### src/pkg/hsl_defines.svh
// Register offsets, field positions, reset values and timing counts for the lamp driver
`ifndef HSL_DEFINES_SVH
`define HSL_DEFINES_SVH

// Clock rate and flash half periods
`define HSL_CLK_FREQ_MHZ     125
`define HSL_HALF_2HZ_MS      250
`define HSL_HALF_2HZ_CYC     (`HSL_HALF_2HZ_MS * 1000 * `HSL_CLK_FREQ_MHZ)

// Register byte offsets
`define HSL_REG_CTRL         8'h00
`define HSL_REG_INT_STAT     8'h04
`define HSL_REG_INT_MASK     8'h08
`define HSL_REG_LAMP_STAT    8'h0C

// Control register fields
`define HSL_CTRL_P4FN_LSB    0
`define HSL_CTRL_P4FN_MSB    1

// Event bit positions in status and mask
`define HSL_EV_SHORT         0
`define HSL_EV_FAIL          1
`define HSL_EV_MEM           2
`define HSL_EV_SUPPLY        3
`define HSL_EV_W             4

// Reset values
`define HSL_CTRL_RST         2'h1
`define HSL_MASK_RST         4'h0

`endif

### src/pkg/hsl_pkg.sv
// Types shared by the lamp driver and its timebase
`default_nettype none
package hsl_pkg;

  // Lamp colour: bit 1 red, bit 0 green, both lit gives orange
  typedef enum logic [1:0] {
    HSL_OFF    = 2'h0,
    HSL_GREEN  = 2'h1,
    HSL_RED    = 2'h2,
    HSL_ORANGE = 2'h3
  } hsl_colour_e;

  // Hub operating mode reported by the supervisor, one-hot
  typedef enum logic [4:0] {
    HSL_MODE_INIT  = 5'h01,
    HSL_MODE_OPER  = 5'h02,
    HSL_MODE_WAIT  = 5'h04,
    HSL_MODE_STBY  = 5'h08,
    HSL_MODE_ISOL  = 5'h10
  } hsl_opmode_e;

  // Function of the fourth port's C/Q pin
  typedef enum logic [1:0] {
    HSL_PIN_DIS = 2'h0,
    HSL_PIN_IOL = 2'h1,
    HSL_PIN_DI  = 2'h2,
    HSL_PIN_DO  = 2'h3
  } hsl_pinfn_e;

  // Whole state of the lamp driver
  typedef struct packed {
    hsl_colour_e hub_status;
    hsl_colour_e wireless_mode;
    hsl_colour_e power;
    hsl_colour_e op_mode;
    hsl_colour_e signal_input;
    hsl_colour_e valve_port;
    hsl_colour_e regulator_port;
    hsl_colour_e port3_cq;
    hsl_colour_e port3_iq;
    hsl_colour_e port4_cq;
    hsl_colour_e port4_iq;
    hsl_pinfn_e  port4_fn;
    logic [3:0]  int_stat;
    logic [3:0]  int_mask;
    logic [3:0]  ev_prev;
    logic [31:0] rdata;
    logic        irq;
  } hsl_state_s;

endpackage
`default_nettype wire

### src/rtl/hsl_flash_timebase.sv
// Flash timebase: 2 Hz and 1 Hz square waves divided from the system clock
`default_nettype none
module hsl_flash_timebase
  import hsl_pkg::*;
#(
  parameter int HALF_CYC = 31250000
) (
  input  wire logic clk,
  input  wire logic rst_b,
  output logic      flash_2hz,
  output logic      flash_1hz
);

  localparam int CW = $clog2(HALF_CYC + 1);

  typedef struct packed {
    logic [CW-1:0] cnt;
    logic          ph2;
    logic          ph1;
  } hsl_tb_state_s;

  hsl_tb_state_s q;
  hsl_tb_state_s d;

  // RULE16: divided counter
  // Equal half periods; the 1 Hz phase flips on every second 2 Hz edge
  always_comb begin
    d = q;
    if (q.cnt == CW'(HALF_CYC - 1)) begin
      d.cnt = '0;
      d.ph2 = ~q.ph2;
      if (q.ph2) begin
        d.ph1 = ~q.ph1;
      end
    end else begin
      d.cnt = q.cnt + CW'(1);
    end
  end

  // State register
  always_ff @(posedge clk or negedge rst_b) begin
    if (!rst_b) begin
      q <= '0;
    end else begin
      q <= d;
    end
  end

  assign flash_2hz = q.ph2;
  assign flash_1hz = q.ph1;

endmodule
`default_nettype wire

### src/rtl/hsl_status_led_driver.sv
// Status lamp controller for the remote hub variant with register port and interrupt
`include "hsl_defines.svh"
`default_nettype none
// What this block does
// RULE1: The hub status lamp stays dark when all is well and whenever supply power is absent.
// RULE2: The hub status lamp flashes green on abnormal supply voltage or a short on an output or 24 V port.
// RULE3: In pairing mode the hub status and wireless-mode lamps both flash red in phase.
// RULE4: The hub status lamp is steady red on an internal component failure.
// RULE5: The power lamp is dark unpowered, flashing green on abnormal supply, steady green otherwise.
// RULE6: Mode lamp off at init, green operating, flashing green waiting, orange standby, flashing orange isolated.
// RULE7: Signal lamp dark idle, flashing green on input short, green standby, flashing orange isolation, orange both.
// RULE8: The regulator port lamp flashes green at 1 Hz with no IO-Link device attached.
// RULE9: The regulator port lamp flashes green at 2 Hz on matching, mapping or storage write error.
// RULE10: The regulator port lamp is green communicating, orange output on, red on short, dark otherwise.
// RULE11: The third port standby lamp is orange when asserted, dark when not, red on a supply short.
// RULE12: The fourth port C/Q lamp follows the pin function, red on a short and orange on an asserted level.
// RULE13: The fourth port I/Q lamp is orange while its digital input is asserted and dark otherwise.
// RULE14: An internal memory error flashes both fourth port lamps alternately red and green over every setting.
// RULE15: Settings persist and lamps return to their prior condition after supply loss and restoration.
// RULE16: Flash patterns come from clock dividers with even duty and all lamps of one rate flash in phase.
module hsl_status_led_driver
  import hsl_pkg::*;
#(
  parameter int HALF_2HZ_CYC = `HSL_HALF_2HZ_CYC
) (
  input  wire logic        clk,
  input  wire logic        rst_b,
  // Register port
  input  wire logic [7:0]  addr,
  input  wire logic [31:0] wdata,
  input  wire logic        wr_en,
  input  wire logic        rd_en,
  output logic [31:0]      rdata,
  output logic             irq,
  // Hub conditions
  input  wire logic        power_present,
  input  wire logic        supply_abnormal,
  input  wire logic        output_short,
  input  wire logic        pairing,
  input  wire logic        component_fail,
  input  wire logic        wireless_mode,
  input  wire hsl_opmode_e op_mode,
  input  wire logic        standby_input,
  input  wire logic        isolation_input,
  input  wire logic        input_short,
  // Port 1 conditions
  input  wire logic        p1_out_on,
  input  wire logic        p1_short,
  // Port 2 conditions
  input  wire logic        p2_no_device,
  input  wire logic        p2_dev_error,
  input  wire logic        p2_comm,
  input  wire logic        p2_out_on,
  input  wire logic        p2_short,
  // Port 3 conditions
  input  wire logic        p3_supply_short,
  // Port 4 conditions
  input  wire logic        p4_supply_short,
  input  wire logic        p4_cq_short,
  input  wire logic        p4_no_device,
  input  wire logic        p4_dev_error,
  input  wire logic        p4_comm,
  input  wire logic        p4_cq_level,
  input  wire logic        p4_iq_level,
  input  wire logic        memory_error,
  // Lamp drives
  output hsl_colour_e      hub_status_lamp,
  output hsl_colour_e      wireless_mode_lamp,
  output hsl_colour_e      power_lamp,
  output hsl_colour_e      op_mode_lamp,
  output hsl_colour_e      signal_input_lamp,
  output hsl_colour_e      valve_port_lamp,
  output hsl_colour_e      regulator_port_lamp,
  output hsl_colour_e      port3_cq_lamp,
  output hsl_colour_e      port3_iq_lamp,
  output hsl_colour_e      port4_cq_lamp,
  output hsl_colour_e      port4_iq_lamp
);

  hsl_state_s q;
  hsl_state_s d;
  logic       flash_2hz;
  logic       flash_1hz;
  logic [3:0] ev_now;
  logic [3:0] ev_rise;
  logic [3:0] stat_clr;

  // Shared flash phases
  hsl_flash_timebase #(
    .HALF_CYC (HALF_2HZ_CYC)
  ) u_timebase (
    .clk       (clk),
    .rst_b     (rst_b),
    .flash_2hz (flash_2hz),
    .flash_1hz (flash_1hz)
  );

  // Gate a colour with a flash phase when flashing
  function automatic hsl_colour_e show(input hsl_colour_e c, input logic flash, input logic phase);
    show = (flash && !phase) ? HSL_OFF : c;
  endfunction

  // Decode a register offset
  function automatic logic hit(input logic [7:0] a, input logic [7:0] off);
    hit = (a == off);
  endfunction

  // Event sources for the sticky status
  always_comb begin
    ev_now                 = '0;
    ev_now[`HSL_EV_SHORT]  = output_short | input_short | p1_short | p2_short | p3_supply_short |
                             p4_supply_short | p4_cq_short;
    ev_now[`HSL_EV_FAIL]   = component_fail;
    ev_now[`HSL_EV_MEM]    = memory_error;
    ev_now[`HSL_EV_SUPPLY] = supply_abnormal;
    ev_rise                = ev_now & ~q.ev_prev;
    stat_clr               = (wr_en && hit(addr, `HSL_REG_INT_STAT)) ? wdata[3:0] : 4'h0;
  end

  // Next state: registers, interrupts and every lamp
  always_comb begin
    d = q;

    // Register writes; settings only reset by rst_b
    // RULE15: settings retained
    if (wr_en && hit(addr, `HSL_REG_CTRL)) begin
      d.port4_fn = hsl_pinfn_e'(wdata[`HSL_CTRL_P4FN_MSB:`HSL_CTRL_P4FN_LSB]);
    end
    if (wr_en && hit(addr, `HSL_REG_INT_MASK)) begin
      d.int_mask = wdata[3:0];
    end

    // Sticky status, new events win over a clear
    d.ev_prev  = ev_now;
    d.int_stat = (q.int_stat & ~stat_clr) | ev_rise;
    d.irq      = |(d.int_stat & d.int_mask);

    // Read data valid only in the cycle after the strobe
    d.rdata = 32'h0;
    if (rd_en) begin
      if (hit(addr, `HSL_REG_CTRL)) begin
        d.rdata = {30'h0, q.port4_fn};
      end else if (hit(addr, `HSL_REG_INT_STAT)) begin
        d.rdata = {28'h0, q.int_stat};
      end else if (hit(addr, `HSL_REG_INT_MASK)) begin
        d.rdata = {28'h0, q.int_mask};
      end else if (hit(addr, `HSL_REG_LAMP_STAT)) begin
        d.rdata = {10'h0, q.hub_status, q.wireless_mode, q.power, q.op_mode, q.signal_input,
                   q.valve_port, q.regulator_port, q.port3_cq, q.port3_iq, q.port4_cq, q.port4_iq};
      end
    end

    // Hub status lamp, failure first, then pairing, then faults
    // RULE4: failure steady red
    if (component_fail) begin
      d.hub_status = HSL_RED;
    // RULE3: pairing red flash
    end else if (pairing) begin
      d.hub_status = show(HSL_RED, 1'b1, flash_1hz);
    // RULE2: fault green flash
    end else if (supply_abnormal || output_short) begin
      d.hub_status = show(HSL_GREEN, 1'b1, flash_1hz);
    // RULE1: dark when healthy
    end else begin
      d.hub_status = HSL_OFF;
    end

    // Wireless mode lamp
    // RULE3: same phase as hub
    if (pairing) begin
      d.wireless_mode = show(HSL_RED, 1'b1, flash_1hz);
    end else if (wireless_mode) begin
      d.wireless_mode = HSL_GREEN;
    end else begin
      d.wireless_mode = HSL_OFF;
    end

    // RULE5: power lamp states
    d.power = show(HSL_GREEN, supply_abnormal, flash_1hz);

    // RULE6: operating mode lamp
    unique case (op_mode)
      HSL_MODE_INIT: begin
        d.op_mode = HSL_OFF;
      end
      HSL_MODE_OPER: begin
        d.op_mode = HSL_GREEN;
      end
      HSL_MODE_WAIT: begin
        d.op_mode = show(HSL_GREEN, 1'b1, flash_1hz);
      end
      HSL_MODE_STBY: begin
        d.op_mode = HSL_ORANGE;
      end
      HSL_MODE_ISOL: begin
        d.op_mode = show(HSL_ORANGE, 1'b1, flash_1hz);
      end
      default: begin
        d.op_mode = HSL_OFF;
      end
    endcase

    // RULE7: signal input lamp
    if (input_short) begin
      d.signal_input = show(HSL_GREEN, 1'b1, flash_1hz);
    end else if (standby_input && isolation_input) begin
      d.signal_input = HSL_ORANGE;
    end else if (isolation_input) begin
      d.signal_input = show(HSL_ORANGE, 1'b1, flash_1hz);
    end else if (standby_input) begin
      d.signal_input = HSL_GREEN;
    end else begin
      d.signal_input = HSL_OFF;
    end

    // Port 1 valve output lamp
    if (p1_short) begin
      d.valve_port = HSL_RED;
    end else if (p1_out_on) begin
      d.valve_port = HSL_ORANGE;
    end else begin
      d.valve_port = HSL_OFF;
    end

    // Port 2 regulator lamp
    // RULE10: short red first
    if (p2_short) begin
      d.regulator_port = HSL_RED;
    // RULE9: errors at 2 Hz
    end else if (p2_dev_error) begin
      d.regulator_port = show(HSL_GREEN, 1'b1, flash_2hz);
    // RULE10: communicating green
    end else if (p2_comm) begin
      d.regulator_port = HSL_GREEN;
    // RULE8: no device 1 Hz
    end else if (p2_no_device) begin
      d.regulator_port = show(HSL_GREEN, 1'b1, flash_1hz);
    // RULE10: output on orange
    end else if (p2_out_on) begin
      d.regulator_port = HSL_ORANGE;
    end else begin
      d.regulator_port = HSL_OFF;
    end

    // RULE11: standby input lamp
    if (p3_supply_short) begin
      d.port3_cq = HSL_RED;
    end else if (standby_input) begin
      d.port3_cq = HSL_ORANGE;
    end else begin
      d.port3_cq = HSL_OFF;
    end
    d.port3_iq = isolation_input ? HSL_ORANGE : HSL_OFF;

    // RULE12: fourth port by function
    unique case (q.port4_fn)
      HSL_PIN_DIS: begin
        d.port4_cq = p4_supply_short ? HSL_RED : HSL_OFF;
      end
      HSL_PIN_IOL: begin
        if (p4_supply_short || p4_cq_short) begin
          d.port4_cq = HSL_RED;
        end else if (p4_dev_error) begin
          d.port4_cq = show(HSL_GREEN, 1'b1, flash_2hz);
        end else if (p4_comm) begin
          d.port4_cq = HSL_GREEN;
        end else if (p4_no_device) begin
          d.port4_cq = show(HSL_GREEN, 1'b1, flash_1hz);
        end else begin
          d.port4_cq = HSL_OFF;
        end
      end
      HSL_PIN_DI: begin
        if (p4_supply_short) begin
          d.port4_cq = HSL_RED;
        end else begin
          d.port4_cq = p4_cq_level ? HSL_ORANGE : HSL_OFF;
        end
      end
      HSL_PIN_DO: begin
        if (p4_supply_short || p4_cq_short) begin
          d.port4_cq = HSL_RED;
        end else begin
          d.port4_cq = p4_cq_level ? HSL_ORANGE : HSL_OFF;
        end
      end
    endcase

    // RULE13: I/Q mirrors level
    d.port4_iq = p4_iq_level ? HSL_ORANGE : HSL_OFF;

    // RULE14: memory error overrides
    if (memory_error) begin
      d.port4_cq = flash_1hz ? HSL_RED : HSL_GREEN;
      d.port4_iq = flash_1hz ? HSL_RED : HSL_GREEN;
    end

    // Everything dark while unpowered; lamps recompute on return
    // RULE1: dark without supply
    // RULE15: previous condition restored
    if (!power_present) begin
      d.hub_status     = HSL_OFF;
      d.wireless_mode  = HSL_OFF;
      d.power          = HSL_OFF;
      d.op_mode        = HSL_OFF;
      d.signal_input   = HSL_OFF;
      d.valve_port     = HSL_OFF;
      d.regulator_port = HSL_OFF;
      d.port3_cq       = HSL_OFF;
      d.port3_iq       = HSL_OFF;
      d.port4_cq       = HSL_OFF;
      d.port4_iq       = HSL_OFF;
    end
  end

  // State register
  always_ff @(posedge clk or negedge rst_b) begin
    if (!rst_b) begin
      q          <= '0;
      q.port4_fn <= hsl_pinfn_e'(`HSL_CTRL_RST);
      q.int_mask <= `HSL_MASK_RST;
    end else begin
      q <= d;
    end
  end

  // Outputs straight from the state register
  assign rdata               = q.rdata;
  assign irq                 = q.irq;
  assign hub_status_lamp     = q.hub_status;
  assign wireless_mode_lamp  = q.wireless_mode;
  assign power_lamp          = q.power;
  assign op_mode_lamp        = q.op_mode;
  assign signal_input_lamp   = q.signal_input;
  assign valve_port_lamp     = q.valve_port;
  assign regulator_port_lamp = q.regulator_port;
  assign port3_cq_lamp       = q.port3_cq;
  assign port3_iq_lamp       = q.port3_iq;
  assign port4_cq_lamp       = q.port4_cq;
  assign port4_iq_lamp       = q.port4_iq;

endmodule
`default_nettype wire

### config.mk
export PLATFORM = sky130hd
export DESIGN_NAME = hsl_status_led_driver
export DESIGN_NICKNAME = d
export VERILOG_FILES = /design/src/pkg/hsl_pkg.sv /design/src/rtl/hsl_flash_timebase.sv /design/src/rtl/hsl_status_led_driver.sv
export VERILOG_INCLUDE_DIRS = /design/src /design/src/pkg
export SDC_FILE = /design/constraint.sdc
export NUM_CORES = 1
export LEC_CHECK = 0
export BUFFER_PORTS_ARGS = -buffer_cell sky130_fd_sc_hd__buf_4
export CAP_MARGIN = 20
export CORE_ASPECT_RATIO = 1.1
export CORE_MARGIN = 4
export CORE_UTILIZATION = 41
export CTS_BUF_LIST = sky130_fd_sc_hd__clkbuf_16
export DETAILED_ROUTE_END_ITERATION = 16
export GPL_TIMING_DRIVEN = 0
export PLACE_DENSITY = 0.63
export RECOVER_POWER = 25
export SLEW_MARGIN = 10
export SYNTH_ARGS = -nofsm -noshare
export SYNTH_HDL_FRONTEND = slang
export SYNTH_HIERARCHICAL = 1
export SYNTH_SLANG_ARGS = --single-unit
### constraint.sdc
create_clock -name clk -period 2.6 [get_ports clk]
set_input_delay 0.52 -clock clk [delete_from_list [all_inputs] [get_ports clk]]
set_output_delay 0.52 -clock clk [all_outputs]
set_load 0.02 [all_outputs]
Yosys cells after proc, flatten, opt, wreduce, memory -nomap -nowiden
Index checks and enable logic that the tools add are counted.

Flip-flop bits (word level): 96. Latch bits: 0. Bits in writable memories: 0. Bits in read-only memories: 0. Output and inout bits: 55. Word-level logic and storage cells: 104. Memories: 0.

$add $sub $neg: 1. $mul: 0. Divide/modulo/power cells: 0. Order comparisons: 0. Equal/unequal tests: 11. Shift operators: 0. Mux-type cells: 46. Bitwise gates (word level): 14. Reduce and logical (&&, ||, !) cells: 12.

Operators by type and width (number): $mux W22 (5); $mux W2 (25); $mux W32 (1); $add A25 B1 Y25 const B (1); $eq A25 B25 Y1 const B (1); $mux W25 (1); $eq A8 B4 Y1 const B (2); $pmux W2 S4 (2); $and A4 B4 Y4 (3); $mux W4 (3); $mux W1 (9); $eq A8 B3 Y1 const B (1); $logic_not A8 Y1 (1); $not A4 Y4 (2); $or A1 B1 Y1 (6); $eq A5 B2 Y1 const B (1); $eq A5 B3 Y1 const B (1); $eq A5 B4 Y1 const B (1); $eq A5 B5 Y1 const B (1); $logic_and A1 B1 Y1 (5); $eq A2 B2 Y1 const B (2); $or A4 B4 Y4 (1); $reduce_or A4 Y1 (1); $eq A2 B1 Y1 const B (1); 5 further kinds (7).

Longest topological paths before layout
Depth after elaboration: 10. Mapped depth: 7. Mapped depth without buffers: 5.

Cells and area by module
Netlist, hierarchy kept.

By module, submodules not included: hsl_status_led_driver (instances 1, cells an instance 246, area an instance 2708.8 µm², seq. area each 1377.6 µm²); hsl_flash_timebase (instances 1, cells an instance 125, area an instance 1362.6 µm², seq. area each 675.6 µm²).

Worst setup path before layout
Ideal clock, no wire load.

Path kind: input to register. Start: input addr[2]. End: register q, in the netlist irq. Arrival: 1.610 ns. Required time: 2.462 ns. Slack: 0.851 ns. Cell stages on the path: 4. Path buffers: 0. Path through: or4b_1 > o31ai_1 > o2bb2ai_1 > o2111ai_1.

RTL lines: start: declaration (RTL line hsl_status_led_driver.sv:29) `input wire logic [7:0] addr,`; end: declaration (RTL line hsl_status_led_driver.sv:80) `hsl_state_s q;`.

==> metrics.csv <==
stage,metric,value,unit
finish,Antenna Cells,0,
power,NetSw,0.6717,mW
floorplan,CORE AREA,0.009537,mm^2
critical_path,CP Data Arrival Time,2.19,ns
place,HPWL Detailed,6671,um
synth,"count leader, synth",dfrtp_1,
route,router iterations before antenna repair,4,
sta,final hold violation count,0,
finish,Multi-input gate area,0.001562,mm^2
power,combinational power share,0.097,
critical_path,R2R Setup Slk,0.61,ns
floorplan,starting density of the core,0.4269,
floorplan,# IOs,129,
sta,"Min Clock Period, post-route",1.985,ns
clock_network,clock sink count,82,
clock_network,CTS root buf,clkbuf_16,
floorplan,Site Rows,37,
sta,Slew HR,0.2320,
route,final wirelength,9008,um
critical_path,FF-to-FF Start,u_timebase/q[10],
synth,area share of the largest cell type after synthesis,0.4978,
sta,final setup fails,0,
synth,ys async rst share,1.000,
global_routing,first-pass GRT wire length,14620,um
clock_network,CTS resizes,0,
clock_network,# H-tree levels,3,
finish,Reg area,0.002053,mm^2
global_routing,pin count of the biggest net entering global routing,83,
clock_network,total clock buffers created by CTS,9,
job,Max-Cap Viols,0,
sta,measured slew at the worst slew-check pin,1.152,ns
synth,"Primary FF master, synth",dfrtp_1,
min_path,hold crit path type,in -> reg,
synth,synth unique cells,62,
clock_network,Clock Path Buffers,2,
synth,"top cells by count, synth","dfrtp_1 (81), buf_4 (57), nand2_1 (20)",
min_path,Min-Delay Path Depth,2,
critical_path,CP startpoint,u_timebase/q[10],
critical_path,CP Buf/Inv Count,2,
critical_path,worst stage delay on the critical path,0.41,ns
global_routing,"Remaining Overflow, GRT",0,
critical_path,Worst Setup End Kind,register,
route,post-route ant nets,0,
critical_path,worst reg2reg path endpoint,u_timebase/q[14],
route,wire per inst,14.91,um
power,power per cell area,528.6,mW/mm^2
power,Seq pwr share,0.477,
min_path,Hold EP,port3_cq_lamp[0],
critical_path,cell with the largest stage delay on the worst path,nor4b_1,
clock_network,post-CTS setup buffer count,0,
power,LEAKAGE,2.602,nW
finish,share of layout cells above drive strength 1,0.3840,
sta,"Slew Viols, Final",0,
finish,Finished Layout Cells,604,
route,vias,2994,
synth,Area contributors post-synth,"dfrtp_1 (50%), buf_4 (11%), and2_1 (2.6%), xor2_1 (2.4%), nand2_1 (1.8%)",
clock_network,CTS tree,yes,
sta,Hold WS,0.3576,ns
clock_network,worst-skew pair later-pin latency,0.33,ns
synth,post-synth top area cell,dfrtp_1,
power,Pwr Total,2.750,mW
floorplan,Horiz. Die Dim,103.0,um
global_routing,vias in the first global route,2968,
place,"Cell Area, Placed",0.004920,mm^2
finish,post-route cell area,0.005201,mm^2
route,DRC violations left,0,
power,Peak VDD IR,265.3,uV
critical_path,Max Fanout on Critical Path,10,
critical_path,WS Path Type,reg -> reg,
sta,clock skew,0.007287,ns
critical_path,Worst Reg2Reg Path Length in Cells,6,
place,Port-buffer cells,88,
synth,Post-Syn Area,0.004071,mm^2
synth,sequential cell area fraction in the yosys report,0.5043,
route,DRT iter0 DRCs,126,
sta,Tcrit/Tclk final,0.7636,
floorplan,total die area,0.01159,mm^2
place,Placed Cells,587,
outcome,status,completed,
finish,layout overhead on the synthesized area,27.75,%
floorplan,Die H,112.5,um
critical_path,CP Launch Type,register,
sta,Setup TNS,0,ns
synth,Seq cells post-synth,82,
power,switching fraction of total power,0.2443,
power,Clock power frac,0.426,
synth,Mapped Cells,371,
sta,fmax,503.7,MHz
global_routing,GR Util All Layers,0.1578,
critical_path,crit-path cells,"buf_4, nor4b_1, nand4b_1, nor2_4, buf_2, nor2_1",
min_path,hold_sp,p3_supply_short,
sta,RSZ-0062 raised after global routing,no,
critical_path,required time worst endpoint,2.81,ns
finish,fillers,877,
finish,fin nets,557,
route,DR vias/cell,4.957,
place,Routability Congestion,0.8282,
critical_path,cell family with most CP delay,simple AND/OR/NAND/NOR gates,
clock_network,hold_buf cts,0,
synth,Ys Warns,6,
global_routing,initial antenna violation count,0,
clock_network,CTS clock-pin slew for the worst setup and hold paths,0.06,ns
synth,Post-synth EDFFs,0,
power,Internal Power,2.078,mW
synth,syn avg cell area,10.97,um^2
==> power by group through the flow <==
stage	combinational, mW	clock, mW	sequential, mW
2_1_floorplan	0.124	0	1.33
3_3_place_gp	0.265	0	1.33
3_5_place_dp	0.267	0	1.33
4_1_cts	0.268	1.20	1.31
5_1_grt	0.290	1.27	1.31
6_report	0.266	1.17	1.31
==> logic make-up (layout without fill, tap and decap cells) <==
group | Yosys count | count (layout) | share of synthesized area
other | 1 | 12 | 0.0009211
adder cells (fa/ha/maj) | 1 | 1 | 0.003073
flip-flops | 82 | 82 | 0.5043
buffers and inverters | 73 | 178 | 0.1223
XOR/XNOR | 18 | 18 | 0.03872
AND/OR/NAND/NOR | 140 | 140 | 0.2253
multiplexers | 8 | 8 | 0.02643
AO/OA/AOI/OAI | 48 | 48 | 0.07899
==> per-stage QoR <==
step	utilization	setup WS, ns
final	0.5454	0.6147
after global routing	0.5454	0.4647
after CTS	0.5451	0.6152
after detailed placement	0.5159	0.5319
after global placement	0.5159	0.5197
after floorplan	-	0.8513
==> layout by cell type, fill, tap and decap left out, types with 9 or more instances in the layout <==
cell type,synthesis,layout
dfrtp_1,81,81
buf_4,57,139
xor2_1,11,11
nor2b_1,10,10
and2_1,17,16
nor2_1,18,18
o21ai_0,10,10
nand2_1,20,20
inv_1,11,11
clkbuf_16,0,9
conb_1,1,12
nand4_1,10,10
==> layer usage <==
| layer | vias to the layer above | part of all wire | global-route usage |
|---|---|---|---|
| li1 | 1454 | - | - |
| met5 | - | 0 | 0 |
| met4 | 0 | 0.0098 | 0.05959 |
| met2 | 94 | 0.49 | 0.2465 |
| met1 | 1440 | 0.44 | 0.2201 |
| met3 | 6 | 0.067 | 0.02362 |
==> final cells by class <==
cell class                      instances  share of cell area
Clock inverter                          7             0.01034
Buffer                                 62             0.08780
Timing Repair Buffer                   89              0.1275
Clock buffer                            9             0.04330
Multi-Input combinational cell        227              0.3002
Sequential cell                        82              0.3948
Tap cell                              117             0.02815
Inverter                               11            0.007938
==> worst max-delay path by stage <==
stage,end,slack (ns),cells past startpoint
6_report,u_timebase/q[14],0.61,6
3_3_place_gp,irq,0.52,5
3_5_place_dp,irq,0.53,5
2_1_floorplan,irq,0.85,4
4_1_cts,u_timebase/q[5],0.62,7
5_1_grt,u_timebase/q[14],0.46,6
==> registers in the layout, indices dropped and copies added, names as in the netlist <==
name,count
hub_status_lamp,2
irq,1
op_mode_lamp,2
port3_cq_lamp,2
port3_iq_lamp,1
port4_cq_lamp,2
port4_iq_lamp,2
power_lamp,1
q,14
rdata,20
regulator_port_lamp,2
signal_input_lamp,2
u_timebase/flash_1hz,1
u_timebase/flash_2hz,1
u_timebase/q,25
valve_port_lamp,2
wireless_mode_lamp,2
Power figures use the tool's default switching activity.
